--- config.mk ---
export PLATFORM = sky130hd
export DESIGN_NAME = dpc_top
export DESIGN_NICKNAME = d
export VERILOG_FILES = /design/src/verilog/dpc_pkg.sv /design/src/verilog/dpc_step_if.sv /design/src/verilog/dpc_top.sv /design/src/verilog/dpc_ptr_track.sv
export VERILOG_INCLUDE_DIRS = /design/src /design/src/verilog
export SDC_FILE = /design/constraint.sdc
export NUM_CORES = 1
export LEC_CHECK = 0
export BUFFER_PORTS_ARGS = -buffer_cell sky130_fd_sc_hd__buf_2
export CAP_MARGIN = 0
export CORE_UTILIZATION = 55
export CTS_CLUSTER_SIZE = 28
export DETAILED_ROUTE_END_ITERATION = 8
export PLACE_DENSITY_LB_ADDON = 0.05
export SYNTH_ARGS = -nofsm -noshare
export SYNTH_HDL_FRONTEND = slang
export SYNTH_SLANG_ARGS = --single-unit
export TNS_END_PERCENT = 100
--- constraint.sdc ---
create_clock -name pclk -period 9.25 [get_ports pclk]
set_input_delay 0.925 -clock pclk [delete_from_list [all_inputs] [get_ports pclk]]
set_output_delay 0.925 -clock pclk [all_outputs]
set_load 0.02 [all_outputs]
--- src/verilog/dpc_params.svh ---
// Summary of operation
// - The block keeps a 16-bit read-only source byte pointer whose value is the next source byte offset.
// - The block keeps a 16-bit read-only destination byte pointer whose value is the destination byte offset.
// - The writable cell size sets the bytes moved per trigger event, with zero meaning 65,536 bytes.
// - The read-only cell progress counter reports bytes moved in the current cell, cleared by a full cell or by a trigger event in a cycle without a transfer.
// - In pattern detect mode a pattern match clears the source pointer and the cell progress counter.
// - Bits 31 to 16 of the pointer, cell size and progress registers read zero and ignore writes.
`ifndef DPC_PARAMS_SVH
`define DPC_PARAMS_SVH
`define DPC_OFS_SRC_PTR   12'h000
`define DPC_OFS_DST_PTR   12'h004
`define DPC_OFS_CELL_SIZE 12'h008
`define DPC_OFS_CELL_PROG 12'h00C
`define DPC_OFS_MATCH     12'h010
`define DPC_OFS_CTRL      12'h014
`define DPC_CTRL_PAT_BIT  0
`define DPC_RESET_VAL     16'h0000
`define DPC_MATCH_W       8
`endif

--- src/verilog/dpc_pkg.sv ---
package dpc_pkg;
    typedef logic [15:0] dpc_cnt_type;
    typedef struct packed {
        logic [15:0] src_ptr;
        logic [15:0] dst_ptr;
        logic [15:0] cell_prog;
    } dpc_ptr_type;
    typedef struct packed {
        logic [15:0] bytes_per_event;
        logic [7:0]  match_byte;
        logic        pat_mode;
        logic [31:0] prdata;
        logic        pready;
        logic        pslverr;
    } dpc_regs_type;
endpackage

--- src/verilog/dpc_step_if.sv ---
`timescale 1ns/1ps
interface dpc_step_if;
    logic        xfer;       // One bus transfer done
    logic [2:0]  xfer_bytes; // Bytes in that transfer
    logic        trigger;    // Trigger event
    logic        match;      // Pattern seen, pattern mode on
    logic [15:0] cell_size;  // Bytes per event
    logic [15:0] src_ptr;
    logic [15:0] dst_ptr;
    logic [15:0] cell_prog;
    logic        cell_done;  // Full cell moved
    modport ctl (output xfer, xfer_bytes, trigger, match, cell_size, input src_ptr, dst_ptr, cell_prog, cell_done);
    modport cnt (input xfer, xfer_bytes, trigger, match, cell_size, output src_ptr, dst_ptr, cell_prog, cell_done);
endinterface

--- src/verilog/dpc_top.sv ---
// Decided for this implementation: the APB interface to the registers and the placing of the registers.
`timescale 1ns/1ps
`include "dpc_params.svh"
module dpc_top (
    input  wire logic        pclk,          // 25 MHz clock
    input  wire logic        presetn,       // Async reset, low
    input  wire logic        ce,            // Clock enable
    input  wire logic        psel,          // APB select
    input  wire logic        penable,       // APB enable
    input  wire logic        pwrite,        // APB direction
    input  wire logic [11:0] paddr,         // APB byte address
    input  wire logic [31:0] pwdata,        // APB write data
    output logic      [31:0] prdata,        // APB read data
    output logic             pready,        // APB ready
    output logic             pslverr,       // APB error
    input  wire logic        xfer,          // Bus transfer done
    input  wire logic [2:0]  xfer_bytes,    // Bytes in transfer, 1 to 4
    input  wire logic        trigger,       // Trigger event
    input  wire logic [7:0]  rd_byte,       // Last byte read from source
    output logic             pat_match,     // Registered match pulse
    output logic             cell_complete, // Registered full-cell pulse
    output logic [7:0]       match_byte_o   // Match byte to datapath
);
    import dpc_pkg::*;
    dpc_regs_type r_r;
    dpc_regs_type r_nxt;
    logic         pm_r;
    logic         cc_r;
    logic         hit;
    dpc_step_if   st ();

    function automatic logic [31:0] zext16(input logic [15:0] v);
        zext16 = {16'h0000, v};
    endfunction

    // Match only in pattern mode; byte loaded beforehand by software
    assign hit = r_r.pat_mode && xfer && (rd_byte == r_r.match_byte);
    assign st.xfer = xfer;
    assign st.xfer_bytes = xfer_bytes;
    assign st.trigger = trigger;
    assign st.match = hit;
    assign st.cell_size = r_r.bytes_per_event;

    dpc_ptr_track u_trk (
        .pclk    (pclk),
        .presetn (presetn),
        .ce      (ce),
        .st      (st)
    );

    always_comb begin
        r_nxt = r_r;
        r_nxt.pready = 1'b0;
        r_nxt.pslverr = 1'b0;
        // One wait state: answer in the cycle after the first access cycle
        if (psel && penable && !r_r.pready) begin
            r_nxt.pready = 1'b1;
            r_nxt.prdata = 32'h0000_0000;
            if (paddr == `DPC_OFS_SRC_PTR) begin
                r_nxt.prdata = zext16(st.src_ptr);
            end else if (paddr == `DPC_OFS_DST_PTR) begin
                r_nxt.prdata = zext16(st.dst_ptr);
            end else if (paddr == `DPC_OFS_CELL_SIZE) begin
                r_nxt.prdata = zext16(r_r.bytes_per_event);
                if (pwrite) begin
                    r_nxt.bytes_per_event = pwdata[15:0];
                end
            end else if (paddr == `DPC_OFS_CELL_PROG) begin
                r_nxt.prdata = zext16(st.cell_prog);
            end else if (paddr == `DPC_OFS_MATCH) begin
                r_nxt.prdata = {24'h00_0000, r_r.match_byte};
                if (pwrite) begin
                    r_nxt.match_byte = pwdata[`DPC_MATCH_W-1:0];
                end
            end else if (paddr == `DPC_OFS_CTRL) begin
                r_nxt.prdata = {31'h0000_0000, r_r.pat_mode};
                if (pwrite) begin
                    r_nxt.pat_mode = pwdata[`DPC_CTRL_PAT_BIT];
                end
            end else begin
                r_nxt.pslverr = 1'b1;
            end
        end
    end

    always_ff @(posedge pclk or negedge presetn) begin
        if (!presetn) begin
            r_r <= '0;
            pm_r <= 1'b0;
            cc_r <= 1'b0;
        end else if (ce) begin
            r_r <= r_nxt;
            pm_r <= hit;
            cc_r <= st.cell_done;
        end
    end

    assign prdata = r_r.prdata;
    assign pready = r_r.pready;
    assign pslverr = r_r.pslverr;
    assign pat_match = pm_r;
    assign cell_complete = cc_r;
    assign match_byte_o = r_r.match_byte;

    chk_upper_zero: assert property (@(posedge pclk) disable iff (!presetn)
        pready && paddr <= `DPC_OFS_CELL_PROG |-> prdata[31:16] == 16'h0000)
        else $error("upper bits not zero");
    chk_size_write: assert property (@(posedge pclk) disable iff (!presetn)
        ce && psel && penable && pwrite && !pready && paddr == `DPC_OFS_CELL_SIZE
        |=> r_r.bytes_per_event == $past(pwdata[15:0]))
        else $error("cell size not written");
    chk_no_match_off: assert property (@(posedge pclk) disable iff (!presetn)
        !r_r.pat_mode |-> !hit)
        else $error("match outside pattern mode");
    cov_rd: cover property (@(posedge pclk) disable iff (!presetn) pready && !pwrite);
    cov_err: cover property (@(posedge pclk) disable iff (!presetn) pslverr);
endmodule

--- src/verilog/dpc_ptr_track.sv ---
`timescale 1ns/1ps
`include "dpc_params.svh"
module dpc_ptr_track (
    input  wire logic pclk,    // Clock
    input  wire logic presetn, // Async reset, low
    input  wire logic ce,      // Clock enable
    dpc_step_if.cnt   st       // Step inputs and counts
);
    import dpc_pkg::*;
    dpc_ptr_type s_r;
    dpc_ptr_type s_nxt;
    logic [16:0] cell_bytes;
    logic [16:0] prog_sum;

    always_comb begin
        s_nxt = s_r;
        cell_bytes = (st.cell_size == 16'h0000) ? 17'h1_0000 : {1'b0, st.cell_size};
        prog_sum = {1'b0, s_r.cell_prog} + {14'h0000, st.xfer_bytes};
        if (st.trigger) begin
            s_nxt.cell_prog = `DPC_RESET_VAL;
        end
        if (st.xfer) begin
            s_nxt.src_ptr = s_r.src_ptr + {13'h0000, st.xfer_bytes};
            s_nxt.dst_ptr = s_r.dst_ptr + {13'h0000, st.xfer_bytes};
            s_nxt.cell_prog = (prog_sum >= cell_bytes) ? `DPC_RESET_VAL : prog_sum[15:0];
        end
        if (st.match) begin
            s_nxt.src_ptr = `DPC_RESET_VAL;
            s_nxt.cell_prog = `DPC_RESET_VAL;
        end
    end

    always_ff @(posedge pclk or negedge presetn) begin
        if (!presetn) begin
            s_r <= '0;
        end else if (ce) begin
            s_r <= s_nxt;
        end
    end

    assign st.src_ptr = s_r.src_ptr;
    assign st.dst_ptr = s_r.dst_ptr;
    assign st.cell_prog = s_r.cell_prog;
    assign st.cell_done = st.xfer && !st.match && (prog_sum >= cell_bytes);

    chk_match_clears: assert property (@(posedge pclk) disable iff (!presetn)
        ce && st.match |=> s_r.src_ptr == 16'h0000 && s_r.cell_prog == 16'h0000)
        else $error("match did not clear pointers");
    chk_dst_advance: assert property (@(posedge pclk) disable iff (!presetn)
        ce && st.xfer |=> s_r.dst_ptr == $past(s_r.dst_ptr) + {13'h0000, $past(st.xfer_bytes)})
        else $error("destination pointer did not advance");
    chk_src_advance: assert property (@(posedge pclk) disable iff (!presetn)
        ce && st.xfer && !st.match |=> s_r.src_ptr == $past(s_r.src_ptr) + {13'h0000, $past(st.xfer_bytes)})
        else $error("source pointer did not advance");
    chk_cell_wrap: assert property (@(posedge pclk) disable iff (!presetn)
        ce && st.cell_done |=> s_r.cell_prog == 16'h0000)
        else $error("progress not cleared after full cell");
    chk_trig_clear: assert property (@(posedge pclk) disable iff (!presetn)
        ce && st.trigger && !st.xfer |=> s_r.cell_prog == 16'h0000)
        else $error("progress not cleared by trigger");
    chk_hold_idle: assert property (@(posedge pclk) disable iff (!presetn)
        !ce |=> $stable(s_r))
        else $error("state moved while disabled");
    cov_cell_done: cover property (@(posedge pclk) disable iff (!presetn) ce && st.cell_done);
    cov_match: cover property (@(posedge pclk) disable iff (!presetn) ce && st.match && s_r.src_ptr != 16'h0000);
    cov_big_cell: cover property (@(posedge pclk) disable iff (!presetn) st.cell_size == 16'h0000 && st.xfer);
endmodule

==> impl_metrics.py, run 1 <==
metrics = {
    "outcome": {
        "status": "completed",
    },
    "sta": {
        "slew_headroom": 0.375,
        "finalSetupTns_ps": 0,
        "fmaxAchievable_ghz": 0.201,
        "worst_pin_slew_ps": 925,
        "post-route-period-util": 0.538,
        "period_minus_slack_ps": 4970,
        "finClkSkew_ps": 9.20,
        "fin_hold_ws_ps": 466,
        "rsz0062_at_grt": "false",
        "maxSlewViolCount": 0,
        "finalHoldViolCount": 0,
        "setup_viol": 0,
        "fin_ws_ps": 4280,
    },
    "synth": {
        "netlist_instances": 576,
        "async_flop_share": 1.00,
        "synth_edf_count": 0,
        "synth_ff_type": "dfrtp_1",
        "avgSynthCellArea_um2": 10.1,
        "ys_seq_area_frac": 0.402,
        "ys_ff_latch": 93,
        "syn_area_um2": 5790,
        "synth_warnings": 0,
        "ys_types": 50,
    },
    "critical_path": {
        "arrival_ps": 5270,
        "crit_path_max_fanout": 11,
        "critPathKind": "primary input to flip-flop",
        "cp.required_ps": 9550,
        "worstSetupEndpointType": "flip-flop",
        "critPathLaunchType": "primary input",
    },
    "die": {
        "pin_count": 107,
        "initial_core_util": 0.563,
        "die_h_um": 105,
        "core_area_um2": 10300,
        "dieArea_um2": 10900,
        "die_w_um": 105,
        "row_count": 37,
    },
    "final_layout": {
        "seq_area_um2": 2330,
        "final_nets": 710,
        "drive_gt1_frac": 0.225,
        "stdcell_count": 757,
        "multi_input_area_um2": 3010,
        "nFillCells": 908,
        "final_cell_mix": "dfrtp_1, buf_2, nand2_1, o21ai_0",
        "postLayoutCellArea_um2": 6240,
        "final_core_util": 0.607,
        "final_common_cell": "dfrtp_1",
        "antenna_cells": 0,
        "syn_to_final_growth_pct": 7.80,
    },
    "cts": {
        "cts_post_setup_buffers_inserted": 0,
        "clock_latency_ps": 370,
        "clock-sinks": 93,
        "cts.reportedPaths.clkPinSlew_ps": 90,
        "post_cts_resized": 0,
        "hold_buffers": 0,
        "cts_tree": "built",
        "numCtsBuffers": 9,
        "htree_num_levels": 3,
        "clockBufferDepth": 2,
        "clockRootBuffer": "clkbuf_8",
    },
    "route": {
        "vias": 4432,
        "drt_first_pass_iters": 5,
        "totalWireLength_mm": 13.9,
        "drtIter0Drc": 279,
        "vias_per_cell": 5.85,
        "post-route-drc-count": 0,
        "ant_nets": 0,
        "wl_per_cell_um": 18.4,
    },
    "placed_design": {
        "placed_area_um2": 6040,
        "gp_congestion": 0.881,
        "dp_hpwl_mm": 10.4,
        "dpl_worst_slack_ps": 3920,
        "io_buffers": 74,
        "placed_cells": 743,
    },
    "power_and_ir_drop": {
        "total_leakage_power_nw": 3.06,
        "irDropWorstVdd_mv": 0.0923,
        "p_per_area_nw_per_um2": 161,
        "power_mw": 1.00,
    },
    "global_route": {
        "overflow": 0,
        "grt_pass1_wl_mm": 22.7,
        "first_global_vias": 4297,
        "grt_use_total": 0.271,
        "grt_start_max_net_pins": 62,
        "antenna_found_initial": 0,
    },
    "job": {
        "cap_violations": 0,
    },
    "min_path": {
        "hold_path_class": "primary input to asynchronous set/reset pin",
    },
}
==> layout make-up <==
type                    instances  share of cell area
well taps                     136              0.0273
repair buffers                 81              0.0681
multi-input cells             405               0.482
clock inverters                 4              0.0120
inverters                      28              0.0168
clock buffers                  10              0.0204
flip-flops and latches         93               0.373
==> final timing paths <==
| path | slack [ps] | from | to | cells past startpoint |
|---|---|---|---|---|
| min in group pclk | 480 | pat_match | pat_match | 1 |
| worst max register to register | 4570 | u_trk.st.cell_prog[0] | u_trk.st.cell_prog[11] | 15 |
| worst min-delay path | 470 | presetn | u_trk.st.dst_ptr[1] | 1 |
| worst max-delay path | 4280 | xfer_bytes[0] | u_trk.st.cell_prog[11] | 16 |
| worst min register to register | 480 | pat_match | pat_match | 1 |
| max in group asynchronous | 7650 | presetn | u_trk.st.cell_prog[11] | 2 |
==> sequential cells by signal (all words and copies together), names as in the netlist <==
signal,cells
u_trk.st.cell_prog,16
match_byte_o,8
cell_complete,1
u_trk.st.src_ptr,16
prdata,16
pready,1
st.cell_size,16
pat_match,1
pslverr,1
u_trk.st.dst_ptr,16
r_r,1
==> power by group <==
group / total, mW / internal, mW / switching (mW)
Clock: 0.296 / 0.149 / 0.146
Sequential: 0.487 / 0.441 / 0.0453
Combinational: 0.220 / 0.0958 / 0.125
==> routing by layer <==
layer	vias to the layer above	wire length, um	global-route usage
met5	-	0	0
met4	0	480	0.113
met3	27	809	0.0480
li1	2091	-	-
met1	2144	6160	0.368
met2	170	6490	0.431
==> cells in the mapped netlist (4+ instances only) <==
library cell / count / area [um2]
a211oi_1: 4 / 30.0
a21o_1: 10 / 75.1
a21oi_1: 22 / 110
a22o_1: 9 / 78.8
a31oi_1: 13 / 81.3
a32o_1: 7 / 70.1
and2_1: 4 / 25.0
and3_1: 10 / 62.6
and4_1: 4 / 35.0
buf_4: 40 / 300
clkbuf_1: 23 / 86.3
dfrtp_1: 93 / 2330
ha_1: 26 / 325
inv_1: 28 / 105
mux2_2: 16 / 180
mux2_4: 10 / 150
mux4_2: 11 / 248
nand2_1: 51 / 191
nand3_1: 15 / 75.1
nand4_1: 12 / 75.1
nor2_1: 28 / 105
nor2b_1: 9 / 56.3
nor3_1: 9 / 45.0
nor4_1: 6 / 37.5
o211ai_1: 5 / 37.5
o21ai_0: 29 / 145
o22ai_1: 4 / 25.0
o31ai_1: 8 / 60.1
or2_2: 4 / 25.0
xnor2_1: 22 / 193
xor2_1: 16 / 140
==> critical path, cell delays in order <==
cell and delay, ps:
buf_2 140, ha_1 230, fa_1 400, a21oi_1 330
nor4_1 160, and4_1 240, nor2b_1 150, or2_2 280
ha_1 310, nand4_1 150, nor2_1 60, or4_1 540
a41oi_1 730, buf_4 320, a41oi_1 120, a31oi_1 160
==> cells by family after synthesis <==
| logic type | synth area share |
|---|---|
| simple gates | 0.152 |
| compound gates | 0.132 |
| other cells | 0.000648 |
| flops | 0.402 |
| xor+xnor | 0.0575 |
| buf+inv | 0.0877 |
| fa+ha+maj | 0.0666 |
| mux | 0.102 |
(Power assumes the default switching activity.)
==> run 2, diff against run 1 <==
- ABC_AREA: not set -> 1
- clock period: 9.25 -> 5.14 ns (I/O delays scaled with it)
==> run 2 against run 1 <==
Against the previous run: synthesized cell count up 58%; sequential share of layout area shrank 4.2 points; critical path type is now flip-flop to flip-flop; hold slack worse by 310 ps; count of clock-buffer cells in the layout rose by 3.
==> impl_metrics.py, run 2 <==
metrics = {
    "final_layout": {
        "multi_input_area_um2": 3310,
        "syn_to_final_growth_pct": 9.24,
        "final_nets": 1044,
        "final_cell_mix": "nand2_1, inv_1, dfrtp_1, nand3_1, buf_2",
        "drive_gt1_frac": 0.119,
        "postLayoutCellArea_um2": 7030,
        "seq_area_um2": 2330,
        "antenna_cells": 0,
        "stdcell_count": 1100,
        "nFillCells": 1085,
        "final_common_cell": "nand2_1",
    },
    "outcome": {
        "status": "completed",
    },
    "cts": {
        "post_cts_resized": 0,
        "hold_buffers": 0,
        "clockRootBuffer": "clkbuf_16",
        "numCtsBuffers": 9,
        "clock_latency_ps": 340,
        "cts_tree": "built",
        "cts.reportedPaths.clkPinSlew_ps": 70,
        "cts_post_setup_buffers_inserted": 0,
        "clock-sinks": 93,
        "clockBufferDepth": 2,
        "htree_num_levels": 3,
    },
    "job": {
        "cap_violations": 0,
    },
    "synth": {
        "synth_edf_count": 0,
        "synth_common_cells": "nand2_1, inv_1, dfrtp_1",
        "synth_top_cell_area_share": 0.362,
        "synth_warnings": 0,
        "syn_area_um2": 6430,
        "ys_top_cells_by_area": "dfrtp_1, nand2_1, inv_1, nand3_1, ha_1",
        "synth_most_common_cell": "nand2_1",
        "ys_seq_area_frac": 0.362,
        "synth_top_area_cell": "dfrtp_1",
        "synth_ff_type": "dfrtp_1",
        "async_flop_share": 1.00,
        "netlist_instances": 909,
        "ys_types": 36,
        "ys_ff_latch": 93,
        "avgSynthCellArea_um2": 7.07,
    },
    "global_route": {
        "grt_start_max_net_pins": 52,
        "first_global_vias": 5429,
        "overflow": 0,
        "antenna_found_initial": 0,
        "grt_use_total": 0.296,
        "grt_pass1_wl_mm": 26.9,
    },
    "power_and_ir_drop": {
        "total_leakage_power_nw": 3.86,
        "power_mw": 2.18,
        "p_per_area_nw_per_um2": 310,
        "irDropWorstVdd_mv": 0.228,
    },
    "critical_path": {
        "cp_slowest_cell": "dfrtp_1",
        "path_depth": 15,
        "cp.buffers_inverters": 2,
        "cp.required_ps": 5400,
        "path_cells": "ha_1 -> fa_1 -> nand2_1 -> a21oi_1 -> nand2_1 -> nor2_1 -> xnor2_1 -> inv_1 -> ha_1 -> nand4_1 -> or2_2 -> nor3b_1 -> nor2_1 -> buf_4 -> o21ai_0",
        "critPathTopFamily": "simple AND/OR/NAND/NOR gates",
        "critPathKind": "flip-flop to flip-flop",
        "arrival_ps": 3540,
        "critPathLaunchType": "flip-flop",
        "worstSetupEndpointType": "flip-flop",
        "crit_path_max_fanout": 17,
        "reg2reg_depth": 15,
        "max_stage_delay_ps": 370,
    },
    "die": {
        "dieArea_um2": 12100,
        "core_area_um2": 11400,
        "die_w_um": 110,
        "row_count": 39,
        "pin_count": 107,
        "die_h_um": 110,
        "initial_core_util": 0.563,
    },
    "sta": {
        "finalHoldViolCount": 0,
        "slew_headroom": 0.335,
        "maxSlewViolCount": 0,
        "fin_ws_ps": 1850,
        "setup_viol": 0,
        "post-route-period-util": 0.639,
        "worst_pin_slew_ps": 994,
        "period_minus_slack_ps": 3290,
        "rsz0062_at_grt": "false",
        "finClkSkew_ps": 9.39,
        "fmaxAchievable_ghz": 0.304,
        "finalSetupTns_ps": 0,
    },
    "placed_design": {
        "placed_area_um2": 6670,
        "dpl_worst_slack_ps": 1600,
        "dp_hpwl_mm": 13.1,
        "gp_congestion": 0.918,
        "io_buffers": 74,
        "placed_cells": 1084,
    },
    "route": {
        "drtIter0Drc": 406,
        "totalWireLength_mm": 16.8,
        "ant_nets": 0,
        "wl_per_cell_um": 15.3,
        "drt_first_pass_iters": 5,
        "vias_per_cell": 5.40,
        "post-route-drc-count": 0,
        "vias": 5940,
    },
    "min_path": {
        "hold_path_class": "primary input to asynchronous set/reset pin",
    },
}
[run 2: changes by cell type in the layout (fill, tap and decap cells not counted), moves of 10 or more]
cell     change
nand2_1    +228
inv_1       +89
nand3_1     +72
nor2_1      +41
nand4_1     +20
mux2_2      -16
xnor2_1     -15
a31oi_1     -13
mux4_2      -11
mux2_4      -10
xor2_1      +10
[run 2: cell families after synthesis]
logic type | after synthesis | share of synthesized area
AND/OR/NAND/NOR | 512 | 0.351
buffers and inverters | 181 | 0.133
flip-flops | 93 | 0.362
AO/OA/AOI/OAI | 60 | 0.0492
XOR/XNOR | 33 | 0.0449
adder cells (fa/ha/maj) | 29 | 0.0599
other | 1 | 0.000583
[run 2: layout make-up]
type	instances	share of cell area
clock buffers	13	0.0385
well taps	143	0.0255
clock inverters	3	0.0128
flip-flops and latches	93	0.331
inverters	120	0.0641
multi-input cells	650	0.471
repair buffers	78	0.0573
[run 2: path summary, 6_finish.rpt]
path / end / from / slack (ps)
worst max-delay path: cell_complete / u_trk.st.cell_prog[0] / 1850
worst min-delay path: prdata[10] / presetn / 160
worst max register to register: cell_complete / u_trk.st.cell_prog[0] / 1850
worst min register to register: prdata[8] / prdata[8] / 470
max in group asynchronous: u_trk.st.src_ptr[7] / presetn / 3890
min in group pclk: match_byte_o[6] / pwdata[6] / 390
[run 2: power breakdown]
group / leakage [nW] / total [mW] / switching, mW / internal, mW
combinational: 2.50 / 0.478 / 0.301 / 0.176
sequential: 1.18 / 0.905 / 0.0939 / 0.811
clock: 0.176 / 0.798 / 0.282 / 0.516
total: 3.86 / 2.18 / 0.678 / 1.50
[run 2: metal layers]
metal / up-vias / share of wire / routed length [um] / global-route usage
li1: 2931 / - / - / -
met1: 2755 / 0.46 / 7660 / 0.407
met2: 222 / 0.46 / 7680 / 0.473
met3: 32 / 0.063 / 1050 / 0.0459
met4: 0 / 0.024 / 400 / 0.104
met5: - / 0 / 0 / 0
[run 2: per-stage QoR]
| stage | hold WS (ps) | utilization |
|---|---|---|
| after floorplan | 218 | - |
| after global placement | 458 | 0.584 |
| after detailed placement | 460 | 0.584 |
| after CTS | 178 | 0.615 |
| after global routing | 199 | 0.615 |
| final | 159 | 0.615 |
==> run 3, diff against run 2 <==
- clock period: 5.14 -> 3.4 ns (I/O delays scaled with it)
==> run 3 against run 2 <==
Against the previous run: setup slack worse by 1700 ps; clock skew hardly changed; count of clock-buffer cells in the layout is 3 lower; hold slack better by 49 ps; cell area is 3.0% higher; final cell count is 2.2% higher; maximum frequency is 1.0% higher; total power is 56% higher; clock power is 54% higher; critical path depth is 1 higher; largest power group unchanged.
==> impl_metrics.py, run 3 (synthesis gave the netlist of run 2 again) <==
metrics = {
    "outcome": {
        "status": "completed",
    },
    "critical_path": {
        "cp.required_ps": 3640,
        "r2r_setup_slack_ps": 150,
        "critPathLaunchType": "flip-flop",
        "crit_path_max_fanout": 17,
        "arrival_ps": 3490,
        "critPathKind": "flip-flop to flip-flop",
        "reg2reg_depth": 16,
        "worstSetupEndpointType": "flip-flop",
    },
    "sta": {
        "period_minus_slack_ps": 3250,
        "finClkSkew_ps": 9.85,
        "fmaxAchievable_ghz": 0.307,
        "post-route-period-util": 0.957,
        "worst_pin_slew_ps": 833,
        "slew_headroom": 0.444,
        "maxSlewViolCount": 0,
        "finalHoldViolCount": 0,
        "setup_viol": 0,
        "fin_ws_ps": 146,
    },
    "cts": {
        "numCtsBuffers": 9,
        "clock-sinks": 93,
        "clockBufferDepth": 2,
        "htree_num_levels": 3,
        "clockRootBuffer": "clkbuf_16",
        "cts_tree": "built",
        "clock_latency_ps": 350,
        "cts.reportedPaths.clkPinSlew_ps": 70,
    },
    "die": {
        "core_area_um2": 11400,
        "die_h_um": 110,
        "initial_core_util": 0.563,
        "pin_count": 107,
        "row_count": 39,
        "die_w_um": 110,
        "dieArea_um2": 12100,
    },
    "placed_design": {
        "io_buffers": 74,
        "placed_cells": 1106,
        "dpl_worst_slack_ps": -381,
        "dp_hpwl_mm": 13.2,
        "gp_congestion": 0.926,
    },
    "final_layout": {
        "final_cell_mix": "nand2_1, inv_1, dfrtp_1, nand3_1, buf_2",
        "drive_gt1_frac": 0.142,
        "stdcell_count": 1124,
        "multi_input_area_um2": 3320,
        "nFillCells": 1051,
        "syn_to_final_growth_pct": 12.5,
        "final_nets": 1068,
        "seq_area_um2": 2330,
        "antenna_cells": 0,
        "final_core_util": 0.634,
        "final_common_cell": "nand2_1",
    },
    "min_path": {
        "hold_path_class": "primary input to flip-flop",
        "hold_depth": 3,
    },
    "power_and_ir_drop": {
        "irDropWorstVdd_mv": 0.478,
        "p_per_area_nw_per_um2": 470,
        "total_leakage_power_nw": 3.99,
    },
    "route": {
        "totalWireLength_mm": 17.0,
        "drt_first_pass_iters": 5,
        "wl_per_cell_um": 15.1,
        "post-route-drc-count": 0,
        "ant_nets": 0,
        "vias_per_cell": 5.38,
        "vias": 6047,
        "drtIter0Drc": 355,
    },
    "global_route": {
        "overflow": 0,
        "grt_pass1_wl_mm": 27.4,
        "antenna_found_initial": 0,
        "grt_use_total": 0.300,
        "grt_start_max_net_pins": 35,
        "first_global_vias": 5642,
    },
    "job": {
        "cap_violations": 0,
    },
}
==> run 3: cell type report <==
cell class,count,area share
multi-input cells,650,0.458
clock inverters,6,0.0185
repair buffers,102,0.0827
inverters,120,0.0623
well taps,143,0.0247
clock buffers,10,0.0316
flip-flops and latches,93,0.322
==> run 3: final timing paths <==
kind,start,end
hold / removal,pwdata[1],match_byte_o[1]
setup / recovery,u_trk.st.cell_prog[0],u_trk.st.cell_prog[12]
setup reg to reg,u_trk.st.cell_prog[0],u_trk.st.cell_prog[12]
min in group asynchronous,presetn,u_trk.st.cell_prog[12]
max in group asynchronous,presetn,st.cell_size[4]
hold reg to reg,prdata[9],prdata[9]
==> run 3: repair_timing <==
item                                    4_1_cts  5_1_grt
buffers inserted                              0        1
endpoints found under the setup margin       17       17
hold endpoints to repair                     27        0
gates resized for setup                       1        2
pin swaps                                     0        1
hold buffers                                  1        0
==> run 3: per-stage QoR <==
stage                     setup TNS, ps  power [mW]  hold slack, ps  instance area [um2]
after floorplan                       0        1.89            44.4                 6490
after global placement            -4390        2.13             275                 6830
after detailed placement          -5660        2.17             279                 6830
after CTS                             0        3.41             204                 7210
after global routing              -20.9        3.60             235                 7230
final                                 0        3.40             208                 7230
==> run 3: power by group <==
part           internal, mW  switching, mW
registers              1.23          0.142
logic                 0.321          0.478
clock network         0.795          0.437
==> run 3: worst max-delay path: stages (launching register included) <==
cell,delay [ps]
dfrtp_1,390
ha_1,210
fa_1,400
nand2_1,100
a21oi_2,90
buf_4,140
xnor2_1,130
inv_1,90
ha_1,330
buf_4,110
nand4_1,80
or2_2,310
nor3b_1,390
nor2_4,70
buf_12,160
nand3_1,70
nand2_1,60
==> run 3: metal layers <==
layer  up-vias  track usage  part of all wire
li1       2976            -                 -
met5         -            0                 0
met2       218        0.483              0.46
met3        22       0.0617             0.076
met1      2831        0.402              0.45
met4         0        0.103             0.021
